$ cat src/shared/adc_port_pkg.sv
package adc_port_pkg;
  localparam int CMD_W = 8;
  localparam int WORD_W = 24;
  localparam int SETUP_W = 72;
  localparam int CNT_W = 7;
  localparam int RUN_W = 4;
  localparam logic [7:0] RESYNC_ONE_BYTE = 8'hff;
  localparam logic [7:0] RESYNC_ZERO_BYTE = 8'hfe;
  localparam logic [3:0] RESYNC_MIN = 4'hf;
  localparam logic [2:0] RW_OPCODE = 3'h4;
  localparam int DIR_BIT = 4;
  localparam logic [2:0] SEL_OFFSET = 3'h0;
  localparam logic [2:0] SEL_GAIN = 3'h1;
  localparam logic [2:0] SEL_CONFIG = 3'h2;
  localparam logic [2:0] SEL_DATA = 3'h3;
  localparam logic [2:0] SEL_SETUP = 3'h4;
  localparam logic [23:0] OFFSET_RST = 24'h000000;
  localparam logic [23:0] GAIN_RST = 24'h400000;
  localparam logic [23:0] CONFIG_RST = 24'h000040;
  typedef enum logic [1:0] {ST_CMD = 2'b00, ST_WRITE = 2'b01, ST_READ = 2'b11} port_state_t;
endpackage

$ cat src/logic/adc_serial_command_port.sv
`timescale 1ns/1ns
// Behaviour
// - With select tied low the port still works on clock and data lines alone.
// - Serial output is high impedance while select is high; it only returns data.
// - Serial clock edges are ignored while select is high.
// - Every transfer opens with an eight-bit command, most significant bit first.
// - Port enters command mode after reset and after a completed resync.
// - Fifteen or more all-ones bytes open the resync sequence.
// - A 0xfe byte after that run ends resync and returns to command mode.
// - In command mode all input bits are taken as command bytes.
// - Resync resets only port state; stored registers keep their values.
// - Command bit 4 picks direction: zero writes, one reads.
// - Select field picks offset, gain, configuration, data, or all three set-up registers.
module adc_serial_command_port
  import adc_port_pkg::*;
(
  // System.
  input wire logic clk_i,
  input wire logic sys_rst_i,
  // Serial pins.
  input wire logic select_n_i,
  input wire logic serial_clk_i,
  input wire logic serial_in_line_i,
  output logic serial_out_line_o,
  output logic serial_out_line_oe_n_o,
  // Device side.
  input wire logic [23:0] conv_data_i,
  output logic [23:0] offset_o,
  output logic [23:0] gain_o,
  output logic [23:0] config_o
);
  logic [2:0] pin_meta, sync2;
  logic sclk_d, cs_d;
  logic rise, fall;
  port_state_t state, next_state;
  logic [71:0] shreg, next_shreg;
  logic [CNT_W-1:0] cnt, next_cnt;
  logic [CNT_W-1:0] bits, next_bits;
  logic [CNT_W-1:0] run, next_run;
  logic [2:0] sel, next_sel;
  logic [23:0] offset, next_offset, gain, next_gain, cfg, next_cfg;
  logic out_bit, next_out_bit;
  logic [7:0] byte_in;
  logic resync;
  localparam logic [CNT_W-1:0] RESYNC_RUN = CNT_W'(RESYNC_MIN * CMD_W + CMD_W - 1);

  always_ff @(posedge clk_i)
  begin
    pin_meta <= {select_n_i, serial_clk_i, serial_in_line_i};
    sync2 <= pin_meta;
    sclk_d <= sync2[1];
    cs_d <= sync2[2];
  end

  assign rise = !sync2[2] && !cs_d && sync2[1] && !sclk_d;
  assign fall = !sync2[2] && sync2[1] == 1'b0 && sclk_d;
  assign byte_in = {shreg[6:0], sync2[0]};
  assign resync = rise && !sync2[0] && run == RESYNC_RUN;

  always_comb
  begin
    next_state = state;
    next_shreg = shreg;
    next_cnt = cnt;
    next_bits = bits;
    next_run = run;
    next_sel = sel;
    next_offset = offset;
    next_gain = gain;
    next_cfg = cfg;
    next_out_bit = out_bit;
    if (rise)
    begin
      next_shreg = {shreg[70:0], sync2[0]};
      next_cnt = cnt + 1'b1;
      if (sync2[0])
        next_run = (run == RESYNC_RUN) ? run : run + 1'b1;
      else
        next_run = '0;
      if (state == ST_CMD && cnt == CNT_W'(CMD_W - 1))
      begin
        next_cnt = '0;
        if (byte_in[7:5] == RW_OPCODE && !byte_in[0] && byte_in[3:1] <= SEL_SETUP)
        begin
          next_sel = byte_in[3:1];
          next_bits = (byte_in[3:1] == SEL_SETUP) ? CNT_W'(SETUP_W) : CNT_W'(WORD_W);
          if (byte_in[DIR_BIT])
          begin
            next_state = ST_READ;
            unique case (byte_in[3:1])
              SEL_OFFSET: next_shreg = {offset, 48'h0};
              SEL_GAIN: next_shreg = {gain, 48'h0};
              SEL_CONFIG: next_shreg = {cfg, 48'h0};
              SEL_DATA: next_shreg = {conv_data_i, 48'h0};
              default: next_shreg = {offset, gain, cfg};
            endcase
          end
          else if (byte_in[3:1] != SEL_DATA)
            next_state = ST_WRITE;
        end
      end
      else if (state == ST_CMD && cnt == CNT_W'(CMD_W - 1) + 1'b1)
        next_cnt = '0;
      else if (state == ST_WRITE && cnt == bits - 1'b1)
      begin
        next_state = ST_CMD;
        next_cnt = '0;
        unique case (sel)
          SEL_OFFSET: next_offset = next_shreg[23:0];
          SEL_GAIN: next_gain = next_shreg[23:0];
          SEL_CONFIG: next_cfg = next_shreg[23:0];
          default:
          begin
            next_offset = next_shreg[71:48];
            next_gain = next_shreg[47:24];
            next_cfg = next_shreg[23:0];
          end
        endcase
      end
      else if (state == ST_READ)
      begin
        next_shreg = {shreg[70:0], 1'b0};
        if (cnt == bits - 1'b1)
        begin
          next_state = ST_CMD;
          next_cnt = '0;
        end
      end
      if (resync)
      begin
        next_state = ST_CMD;
        next_cnt = '0;
        next_offset = offset;
        next_gain = gain;
        next_cfg = cfg;
      end
    end
    if (fall || (state == ST_READ && cnt == '0))
      next_out_bit = (state == ST_READ) ? shreg[71] : 1'b0;
  end

  always_ff @(posedge clk_i)
  begin
    if (sys_rst_i)
    begin
      state <= ST_CMD;
      shreg <= '0;
      cnt <= '0;
      bits <= '0;
      run <= '0;
      sel <= SEL_OFFSET;
      offset <= OFFSET_RST;
      gain <= GAIN_RST;
      cfg <= CONFIG_RST;
      out_bit <= 1'b0;
    end
    else
    begin
      state <= next_state;
      shreg <= next_shreg;
      cnt <= next_cnt;
      bits <= next_bits;
      run <= next_run;
      sel <= next_sel;
      offset <= next_offset;
      gain <= next_gain;
      cfg <= next_cfg;
      out_bit <= next_out_bit;
    end
  end

  assign serial_out_line_o = out_bit;
  assign serial_out_line_oe_n_o = sync2[2] || state != ST_READ;
  assign offset_o = offset;
  assign gain_o = gain;
  assign config_o = cfg;
endmodule

$ cat config.mk
export PLATFORM = sky130hd
export DESIGN_NAME = adc_serial_command_port
export DESIGN_NICKNAME = d
export VERILOG_FILES = /design/src/shared/adc_port_pkg.sv /design/src/logic/adc_serial_command_port.sv
export SDC_FILE = /design/constraint.sdc
export NUM_CORES = 1
export LEC_CHECK = 0
export BUFFER_PORTS_ARGS = -buffer_cell sky130_fd_sc_hd__buf_2
export CORE_ASPECT_RATIO = 0.7
export CORE_MARGIN = 2
export CORE_UTILIZATION = 60
export DETAILED_ROUTE_END_ITERATION = 10
export PLACE_DENSITY_LB_ADDON = 0.1
export REMOVE_ABC_BUFFERS = 1
export SLEW_MARGIN = 20
export SYNTH_ARGS = -nofsm -noshare
export SYNTH_HDL_FRONTEND = slang
export SYNTH_SLANG_ARGS = --single-unit
$ cat constraint.sdc
create_clock -name clk_i -period 7 [get_ports clk_i]
set_clock_uncertainty 0.1 [all_clocks]
set_input_delay 1.75 -clock clk_i [delete_from_list [all_inputs] [get_ports clk_i]]
set_output_delay 1.75 -clock clk_i [all_outputs]
set_load 0.01 [all_outputs]
==> summary.md, run 1 <==
| Metric | Value |
|---|---|
| Layout Utilization | `about two thirds` |
| Synth Register Bits | `175` |
| Initial core utilization | `approximately three fifths` |
| Gate count after technology mapping | `between 1k and 1.5k` |
| P_sw | `roughly 520 uW` |
| RSZ-0062 raised after global routing | `false` |
| Status | `finished, final reports clean` |
| Critical path required time | `around 7.2 ns` |
| Initial antenna violation count | `0` |
| Startpoint Class | `flip-flop` |
| Skew-Pair Late Insertion Delay | `0.44 ns` |
| Setup ws final | `approximately 3.2 ns` |
| Clk network pwr share | `a little under half` |
| Crit share post-route | `roughly 55%` |
| Global route overflow | `0` |
| Critical path arrival | `4.01 ns` |
| Actual slew at the worst max-slew pin | `between 1 and 1.5 ns` |
| CTS Buffer Depth | `2` |
| Unique masters post-synth | `60` |
| ANT cells | `0` |
| FMAX | `between 0.2 and 0.3 GHz` |
| Setup TNS | `0 ns` |
| Setup CP Type | `reg -> reg` |
| Layout cells sized above 1 | `~17%` |
| CTS tree | `done` |
| Port bufs | `102` |
| Synthesized area | `8550 um^2` |
| Ys Warns | `0` |
| Ys async rst share | `0%` |
| # hold bufs at CTS | `0` |
| Root Driver | `clkbuf_16` |
| Drt total wl | `roughly 28000 um` |
| Ys flop type | `dfxtp_1` |
| Seq/Total Area, Yosys | `41.0%` |
| Via-per-instance ratio | `around 7` |
| WL/cell | `22.2 um` |
| # H-tree levels | `4` |
| Combinational Power Share | `4.0%` |
| DR top layer | `met4` |
| Routed met2 length | `roughly 12000 um` |
| CP max FO | `75` |
| Crit path time final | `approximately 3.8 ns` |
| Num rows | `36` |
| Pin count of the biggest net entering global routing | `97` |
| Switching portion of total power | `around a quarter` |
| Antenna Nets Post-Route | `0` |
| Post-CTS Resized | `0` |
| Iter 0 DRT Violations | `1293` |
| Post-Place Setup Slack | `~3.3 ns` |
| Post-CTS Setup Inserts | `0` |
| P_leak | `between 0.003 and 0.004 uW` |
| Peak supply drop | `between 150 and 200 uV` |
| Sequential share of power | `approximately half` |
| Slew Limit Headroom | `around a quarter` |
| Mapped Avg Cell Area | `8.31 um^2` |
| GRT Util Overall | `35.7%` |
| Final setup viols | `0` |
| CTS buffer count | `17` |
| Hold Path Class | `reg -> reg` |
| Vias in the first global route | `7774` |
| Final hold violation count | `0` |
| DRC Markers | `0` |
| Initial DRT Pass Iterations | `6` |
| Pwr per Cell Area | `222 nW/um^2` |
| Met3 WL | `~3400 um` |
| Area Growth Syn to Fin | `11.1%` |
| Total power draw | `roughly 2100 uW` |
| Die Span Y | `104 um` |
| Post-DP HPWL | `15300 um` |
| Vias | `a little under 9k` |
| CTS sink cnt | `~180` |
| Pins Over Slew Limit | `0` |
| Die area | `between 15000 and 20000 um^2` |
| M1 WL | `11900 um` |
| First-pass GRT wire length | `between 40000 and 50000 um` |
| IO Pins | `slightly above 100` |
| Horiz. Die Dim | `147 um` |
| EDFF count, synth | `0` |
| Clock Pin Slew Worst Setup and Hold Paths | `0.07 ns` |
| Crit. End Element | `flip-flop` |
| Layout net count | `1079` |
| RePlAce Congestion | `0.833` |
| CORE AREA | `around 14000 um^2` |
| Max-cap violations | `0` |
| Internal Power | `approximately 1600 uW` |
[through the flow]
step / instance area (um^2) / hold slack [ns] / cells
finish: 9500 / 0.234 / 1249
global route: 9500 / 0.241 / 1249
CTS: 9490 / 0.233 / 1249
detailed placement: 8880 / 0.216 / 1217
global placement: 8880 / 0.214 / 1217
floorplan: 7980 / 0.210 / 910
[path summary, 6_finish.rpt]
kind,from,end,slack (ns),depth (start not counted)
worst max-delay path,sync2[2]$_DFF_P_,offset_o[23]$_SDFFE_PP0P_,3.16,5
worst min-delay path,pin_meta[2]$_DFF_P_,sync2[2]$_DFF_P_,0.23,0
worst max register to register,sync2[2]$_DFF_P_,offset_o[23]$_SDFFE_PP0P_,3.16,5
worst min register to register,pin_meta[2]$_DFF_P_,sync2[2]$_DFF_P_,0.23,0
[power by group through the flow]
stage	clock (uW)	combinational, uW	sequential [uW]
2_1_floorplan	0	42.6	1040
3_3_place_gp	0	80.2	1050
3_5_place_dp	0	81.6	1050
4_1_cts	1000	81.8	1020
5_1_grt	1040	91.3	1030
6_report	999	84.5	1030
[synthesized netlist by cell type, types with 3 or more instances]
library cell	n	area share (%)
a31oi_1	93	6.8
a21oi_1	48	2.8
ha_1	4	0.59
nor2_1	40	1.8
nand3_1	51	3.0
o211ai_1	3	0.26
inv_1	12	0.53
clkbuf_1	78	3.4
and3_1	22	1.6
or2_2	5	0.37
xor2_1	3	0.31
nand3b_1	3	0.26
nand4_1	31	2.3
buf_2	16	0.94
a41oi_1	4	0.41
buf_1	4	0.18
nor4_1	4	0.29
nor3b_1	7	0.61
dfxtp_1	175	41
buf_4	12	1.1
buf_6	7	0.92
nor3_1	7	0.41
o22a_1	4	0.41
a211oi_1	24	2.1
o21ai_1	18	1.1
o21ai_0	83	4.9
mux2i_1	39	4.6
o32ai_1	18	1.8
or3_1	5	0.37
a311oi_1	28	2.9
a22oi_1	37	3.2
nand4b_1	3	0.31
xnor2_1	3	0.31
nand2_1	104	4.6
[cell families after synthesis]
logic type / share of synthesized area, %
AOI/OAI and AO/OA: 28.3
muxes: 4.57
and+or+nand+nor: 17.8
adders and majority gates: 0.585
buffers and inverters: 7.16
xor gates and xnor gates: 0.615
DFF: 41.0
[per-layer routing]
layer | vias to the layer above | track usage, %
met3 | 55 | 8.77
met1 | 4089 | 52.1
met5 | - | 0
li1 | 3937 | -
met2 | 622 | 51.7
met4 | 0 | 11.7
[placed cells by master (no fill, tap or decap), types with 3 or more instances in the layout]
cell type  count
mux2i_1       39
a31oi_1       93
a311oi_1      28
nand3_1       50
nor2_1        38
inv_1         11
a41oi_1        4
a21oi_1       48
o21ai_1       18
and3_1        21
xor2_1         3
or2_2          5
buf_2        101
nor3b_1        7
a22oi_1       37
o211ai_1       3
o22a_1         4
o32ai_1       18
a211oi_1      24
nor3_1         6
dfxtp_1      174
clkbuf_16     17
nand2_1      103
inv_6          7
o21ai_0       83
or3_1          5
nand3b_1       3
ha_1           4
nand4b_1       3
buf_4         16
xnor2_1        3
nor4_1         4
inv_8          3
nand4_1       31
[sequential cells by signal (all words and copies together) (netlist names)]
signal	flops
shreg	72
config_o	24
gain_o	24
offset_o	24
cnt	7
run	7
bits	3
pin_meta	3
sel	3
sync2	3
state	2
cs_d	1
sclk_d	1
serial_out_line_o	1
[area by class of cell]
cell class	instances	area [um^2]
Sequential cell	175	3500
Timing Repair Buffer	117	626
Multi-Input combinational cell	723	4480
Tap cell	190	238
Clock buffer	18	439
Fill cell	1133	4420
Clock inverter	14	169
Inverter	12	45.0
[worst max-delay path: stages, from the launching register on]
cell,delay (ns)
dfxtp_1,0.37
or4b_2,0.98
nor3_2,0.20
buf_4,0.69
and3_1,1.06
a311oi_1,0.22
No activity file was read; power rests on OpenSTA's default activity.
==> run 2, diff against run 1 <==
--- a/config.mk
+++ b/config.mk
@@ -8,7 +8,7 @@
 export BUFFER_PORTS_ARGS = -buffer_cell sky130_fd_sc_hd__buf_2
 export CORE_ASPECT_RATIO = 0.7
 export CORE_MARGIN = 2
-export CORE_UTILIZATION = 60
+export CORE_UTILIZATION = 53
 export DETAILED_ROUTE_END_ITERATION = 10
 export PLACE_DENSITY_LB_ADDON = 0.1
 export REMOVE_ABC_BUFFERS = 1
==> constraint.sdc (replaced) <==
create_clock -name clk_i -period 3.45 [get_ports clk_i]
set_clock_uncertainty 0.1 [all_clocks]
set_input_delay 0.8625 -clock clk_i [delete_from_list [all_inputs] [get_ports clk_i]]
set_output_delay 0.8625 -clock clk_i [all_outputs]
set_load 0.01 [all_outputs]
==> run 2 against run 1 <==
Net effect: core utilization shrank 6.0 points; first-iteration DRC count fell by 6.8%; via count down 0.22%; final cell count grew 2.9%; global-route usage down 2.0 points; clock-buffer cell count is the same; total power increased by 100%; sequential share of layout area down 0.91 points; largest cell class unchanged; largest power group unchanged.
==> summary.md, run 2 (same netlist as run 1, synthesis figures left out) <==
| Metric | Value |
|---|---|
| Status | `finished, final reports clean` |
| Hold Path Class | `reg -> reg` |
| Pwr per Cell Area | `437 nW/um^2` |
| Peak supply drop | `between 200 and 300 uV` |
| Port bufs | `roughly 100` |
| Vias | `8684` |
| FMAX | `between 0.3 and 0.4 GHz` |
| Cells along the critical path | `ha_1 -> nand4_1 -> nor3_1 -> nor3_2 -> and3_1 -> buf_4 -> a311oi_1` |
| P_leak | `around 0.0033 uW` |
| Grt met3 use | `roughly 6.8%` |
| Crit path buffers/inverters | `1` |
| CP max FO | `13` |
| IO Pins | `103` |
| Commonest non-fill, non-tap cell in the layout | `dfxtp_1` |
| Crit path time final | `2.83 ns` |
| Layout cells sized above 1 | `between 10% and 20%` |
| Setup ws final | `0.622 ns` |
| Combinational Power Share | `between 4 and 5%` |
| GRT Util Overall | `about a third` |
| Actual slew at the worst max-slew pin | `~0.9 ns` |
| Max reg flops | `72` |
| Final hold violation count | `0` |
| # H-tree levels | `4` |
| GR Util met1 | `about 49%` |
| CORE AREA | `approximately 16000 um^2` |
| Internal Power | `around 3200 uW` |
| Die Span Y | `110 um` |
| CTS tree | `done` |
| P_sw | `1010 uW` |
| Pin count of the biggest net entering global routing | `88` |
| CTS buffer count | `17` |
| RSZ-0062 raised after global routing | `false` |
| ANT cells | `0` |
| Layout Utilization | `62.3%` |
| CTS sink cnt | `175` |
| Pins Over Slew Limit | `0` |
| Crit-path max cell delay | `approximately 0.73 ns` |
| Post-DP HPWL | `~17000 um` |
| Reg2reg start | `run[0]$_SDFFE_PP0P_` |
| First-pass GRT wire length | `44700 um` |
| DRC Markers | `0` |
| Worst setup startpoint | `run[0]$_SDFFE_PP0P_` |
| Clock Pin Slew Worst Setup and Hold Paths | `0.07 ns` |
| Skew-Pair Late Insertion Delay | `around 0.43 ns` |
| CP max-delay cell | `nor3_1` |
| Iter 0 DRT Violations | `1205` |
| Global route overflow | `0` |
| Critical path required time | `~3.7 ns` |
| HP Start | `pin_meta[2]$_DFF_P_` |
| Via-per-instance ratio | `6.76` |
| Switching portion of total power | `23.7%` |
| Vias in the first global route | `roughly 7.8k` |
| Largest Register | `shreg` |
| Max-cap violations | `0` |
| Horiz. Die Dim | `between 150 and 200 um` |
| Startpoint Class | `flip-flop` |
| CTS Buffer Depth | `2` |
| Initial core utilization | `54.7%` |
| Commonest non-fill, non-tap cells in the layout | `174 x dfxtp_1, 104 x nand2_1, 101 x buf_2, 93 x a31oi_1, 83 x o21ai_0` |
| Die area | `around 17000 um^2` |
| WL/cell | `around 22 um` |
| Setup CP Type | `reg -> reg` |
| Slew Limit Headroom | `approximately two fifths` |
| RePlAce Congestion | `a little over 0.8` |
| Final setup viols | `0` |
| Post-Place Setup Slack | `approximately 0.71 ns` |
| Num rows | `38` |
| Global-route layer with the greatest usage | `met2` |
| Critical path arrival | `between 3 and 4 ns` |
| Post-CTS Setup Inserts | `0` |
| Crit. End Element | `flip-flop` |
| Initial DRT Pass Iterations | `6` |
| Crit share post-route | `82.0%` |
| Drt total wl | `between 20000 and 30000 um` |
| Area Growth Syn to Fin | `13.9%` |
| Sequential share of power | `about half` |
| Dominant delay contributor by cell family on the critical path | `simple AND/OR/NAND/NOR gates` |
| Layout net count | `about 1.1k` |
| Initial antenna violation count | `0` |
| Antenna Nets Post-Route | `0` |
| # hold bufs at CTS | `0` |
| Global routing met2 resource utilization | `roughly half` |
| Clk network pwr share | `approximately 47%` |
| Root Driver | `clkbuf_16` |
| Post-CTS Resized | `0` |
-- run 2: cell types whose count changed in the layout (fill, tap and decap cells not counted), moves of 3 or more --
| cell | delta |
|---|---|
| buf_4 | +23 |
| clkinvlp_4 | +5 |
| inv_6 | -5 |
| buf_12 | +4 |
| inv_8 | -3 |
-- run 2: power groups by stage --
stage	registers [uW]	logic (uW)	clock network (uW)
finish	2080	178	2000
detailed placement	2120	174	0
global placement	2120	172	0
floorplan	2120	86.4	0
global route	2080	194	2110
CTS	2080	175	2000
-- run 2: worst reg2reg max path, cell delays in order (launching register included) --
cell      delay [ns]
dfxtp_1         0.38
ha_1            0.21
nand4_1         0.21
nor3_1          0.73
nor3_2          0.31
and3_1          0.28
buf_4           0.20
a311oi_1        0.31
-- run 2: metrics by stage --
| step | hold WS, ns | setup TNS [ns] | instance area (um^2) | std cells | total power [uW] |
|---|---|---|---|---|---|
| floorplan | 0.210 | -510.47 | 7980 | 910 | 2200 |
| global placement | 0.211 | 0 | 9150 | 1254 | 2300 |
| detailed placement | 0.214 | 0 | 9150 | 1254 | 2300 |
| CTS | 0.230 | 0 | 9740 | 1285 | 4250 |
| global route | 0.245 | 0 | 9740 | 1285 | 4380 |
| finish | 0.228 | 0 | 9740 | 1285 | 4250 |
-- run 2: path summary, 6_finish.rpt --
| path | cells past startpoint | endpoint | slack [ns] |
|---|---|---|---|
| max | 7 | offset_o[23]$_SDFFE_PP0P_ | 0.62 |
| min | 0 | sync2[2]$_DFF_P_ | 0.23 |
| max reg2reg | 7 | offset_o[23]$_SDFFE_PP0P_ | 0.62 |
| min reg2reg | 0 | sync2[2]$_DFF_P_ | 0.23 |
-- run 2: final cells by class --
| class | instances | area, um^2 |
|---|---|---|
| inverters | 12 | 45.0 |
| multi-input cells | 723 | 4470 |
| clock buffers | 18 | 429 |
| flip-flops and latches | 175 | 3500 |
| clock inverters | 13 | 164 |
| repair buffers | 144 | 878 |
| well taps | 200 | 250 |
| fillers | 1382 | 5900 |
-- run 2: metal layers --
metal,part of all wire [%],vias to the layer above
met3,11,30
li1,-,3969
met2,43,529
met1,45,4156
met4,1.2,0
met5,0,-
==> run 3, diff against run 2 <==
==> constraint.sdc (replaced) <==
create_clock -name clk_i -period 2.4 [get_ports clk_i]
set_clock_uncertainty 0.1 [all_clocks]
set_input_delay 0.6 -clock clk_i [delete_from_list [all_inputs] [get_ports clk_i]]
set_output_delay 0.6 -clock clk_i [all_outputs]
set_load 0.01 [all_outputs]
==> run 3 against run 2 <==
Net effect: the run now ends with setup timing left; non-clock buffer count grew 37; worst setup slack lost 0.66 ns; sequential power grew 43%; design area is 7.8% higher; first-iteration DRC count is 11% lower; wire length grew 7.3%; global-route usage increased by 1.5 points; via count grew 4.7%; critical path type unchanged; largest cell class unchanged.
==> summary.md, run 3 (same netlist as run 1, synthesis figures left out) <==
| Metric | Value |
|---|---|
| Max-cap violations | `0` |
| Critical path arrival | `roughly 2.6 ns` |
| RePlAce Congestion | `between 0.8 and 0.9` |
| Failing checks | `setup timing` |
| Layout Utilization | `roughly 67%` |
| Setup CP Type | `reg -> reg` |
| Initial DRT Pass Iterations | `7` |
| Commonest non-fill, non-tap cells in the layout | `170 x dfxtp_1, 104 x nand2_1, 101 x buf_2, 91 x a31oi_1, 80 x o21ai_0` |
| Final setup viols | `43` |
| IO Pins | `103` |
| # H-tree levels | `4` |
| Pins Over Slew Limit | `0` |
| Post-DP HPWL | `roughly 18000 um` |
| Max reg flops | `between 70 and 80` |
| Die area | `around 17000 um^2` |
| Hold Path Class | `in -> reg` |
| Slew Limit Headroom | `between 50% and 60%` |
| Register-to-register setup slack | `-0.04 ns` |
| Iter 0 DRT Violations | `approximately 1.1k` |
| Crit share post-route | `102%` |
| Initial core utilization | `a little over half` |
| Worst Hold Slack | `~0.16 ns` |
| Pwr per Cell Area | `roughly 600 nW/um^2` |
| Final hold violation count | `0` |
| Crit. End Element | `flip-flop` |
| Num rows | `38` |
| Setup ws final | `-0.0430 ns` |
| Port bufs | `102` |
| Peak supply drop | `around 450 uV` |
| Commonest non-fill, non-tap cell in the layout | `dfxtp_1` |
| CTS tree | `done` |
| Layout cells sized above 1 | `approximately a quarter` |
| Clock Pin Slew Worst Setup and Hold Paths | `approximately 0.07 ns` |
| Worst Setup EP | `gain_o[3]$_SDFFE_PP0P_` |
| First-pass GRT wire length | `46400 um` |
| Crit path time final | `roughly 2.4 ns` |
| Largest Register | `shreg` |
| RSZ-0062 raised after global routing | `true` |
| Startpoint Class | `flip-flop` |
| Antenna Nets Post-Route | `0` |
| Actual slew at the worst max-slew pin | `0.597 ns` |
| CTS buffer count | `17` |
| Drt total wl | `approximately 30000 um` |
| Initial antenna violation count | `0` |
| Horiz. Die Dim | `between 150 and 200 um` |
| Critical path required time | `2.60 ns` |
| Pin count of the biggest net entering global routing | `between 70 and 80` |
| Reg2reg start | `cnt[1]$_SDFFE_PP0N_` |
| Die Span Y | `about 110 um` |
| Status | `finished with violations` |
| CTS Buffer Depth | `2` |
| Worst R2R End | `gain_o[3]$_SDFFE_PP0P_` |
| P_leak | `roughly 0.0036 uW` |
| CP max FO | `8` |
| GRT Util Overall | `35.1%` |
| FMAX | `0.409 GHz` |
| Vias in the first global route | `between 8k and 9k` |
| Global route overflow | `0` |
| R2R depth | `7` |
| DRC Markers | `0` |
| Root Driver | `clkbuf_16` |
| ANT cells | `0` |
| WL/cell | `approximately 23 um` |
| Area Growth Syn to Fin | `22.9%` |
| Via-per-instance ratio | `~6.9` |
| Worst setup startpoint | `cnt[1]$_SDFFE_PP0N_` |
| Layout net count | `1146` |
| CORE AREA | `15600 um^2` |
| CTS sink cnt | `about 180` |
| Vias | `between 9k and 10k` |
| Hold Path Depth | `1` |
| Skew-Pair Late Insertion Delay | `0.44 ns` |
-- run 3: changes by cell type in the layout (fill, tap and decap cells not counted), sizes merged --
cell | before | now
and2b | 1 | 2
or4b | 2 | 4
inv | 14 | 12
clkinv | 3 | 4
bufinv | 3 | 4
buf | 144 | 179
clkbuf | 18 | 23
clkinvlp | 5 | 2
-- run 3: how the worst min path moves through the flow --
stage	start	end	slack (ns)
2_1_floorplan	pin_meta[0]$_DFF_P_	sync2[0]$_DFF_P_	0.21
3_3_place_gp	pin_meta[2]$_DFF_P_	sync2[2]$_DFF_P_	0.21
3_5_place_dp	pin_meta[0]$_DFF_P_	sync2[0]$_DFF_P_	0.21
4_1_cts	serial_in_line_i	pin_meta[0]$_DFF_P_	0.15
5_1_grt	serial_in_line_i	pin_meta[0]$_DFF_P_	0.15
6_report	serial_in_line_i	pin_meta[0]$_DFF_P_	0.16
-- run 3: metal layers --
layer	global-route usage (%)	wire length [um]	vias to the layer above
met5	0	0	-
met4	12.8	686	0
met3	7.51	3580	63
met2	52.1	13100	614
met1	50.5	13100	4352
li1	-	-	4063
-- run 3: metrics by stage --
step	cell area [um^2]	power, uW	TNS, ns	cells	setup slack, ns
6_report	10500	6310	-0.778	1325	-0.0430
5_1_grt	10500	6450	-2.22	1325	-0.0821
4_1_cts	10400	6300	0	1323	0.0133
3_5_place_dp	9490	3330	-9.63	1285	-0.259
3_3_place_gp	9490	3330	-6.82	1285	-0.207
2_1_floorplan	7980	3170	-683.72	910	-5.64
-- run 3: worst max-delay path, stage by stage, from the launching register on --
cell and delay [ns]:
dfxtp_4 0.37, ha_4 0.13, nand4b_1 0.16, or4_4 0.63
and2b_2 0.39, and3_4 0.28, buf_6 0.16, a211oi_1 0.08
-- run 3: layout make-up --
class / instances / area [um^2]
fillers: 1305 / 5140
multi-input cells: 726 / 4650
flip-flops and latches: 175 / 3510
repair buffers: 181 / 1410
clock buffers: 21 / 480
well taps: 200 / 250
clock inverters: 10 / 159
inverters: 12 / 45.0
-- run 3: what timing repair did --
action	4_1_cts	5_1_grt
cloned	4	3
resized for setup	25	25
setup buffers	3	0
endpoints found under the setup margin	72	71
pin swaps	15	22
hold buffers	0	0
-- run 3: report_power, final --
group	leakage (uW)	internal, uW	switching [uW]	total (uW)
Clock	0.000311	1840	1180	3030
Combinational	0.00190	104	190	294
Sequential	0.00142	2940	41.8	2980
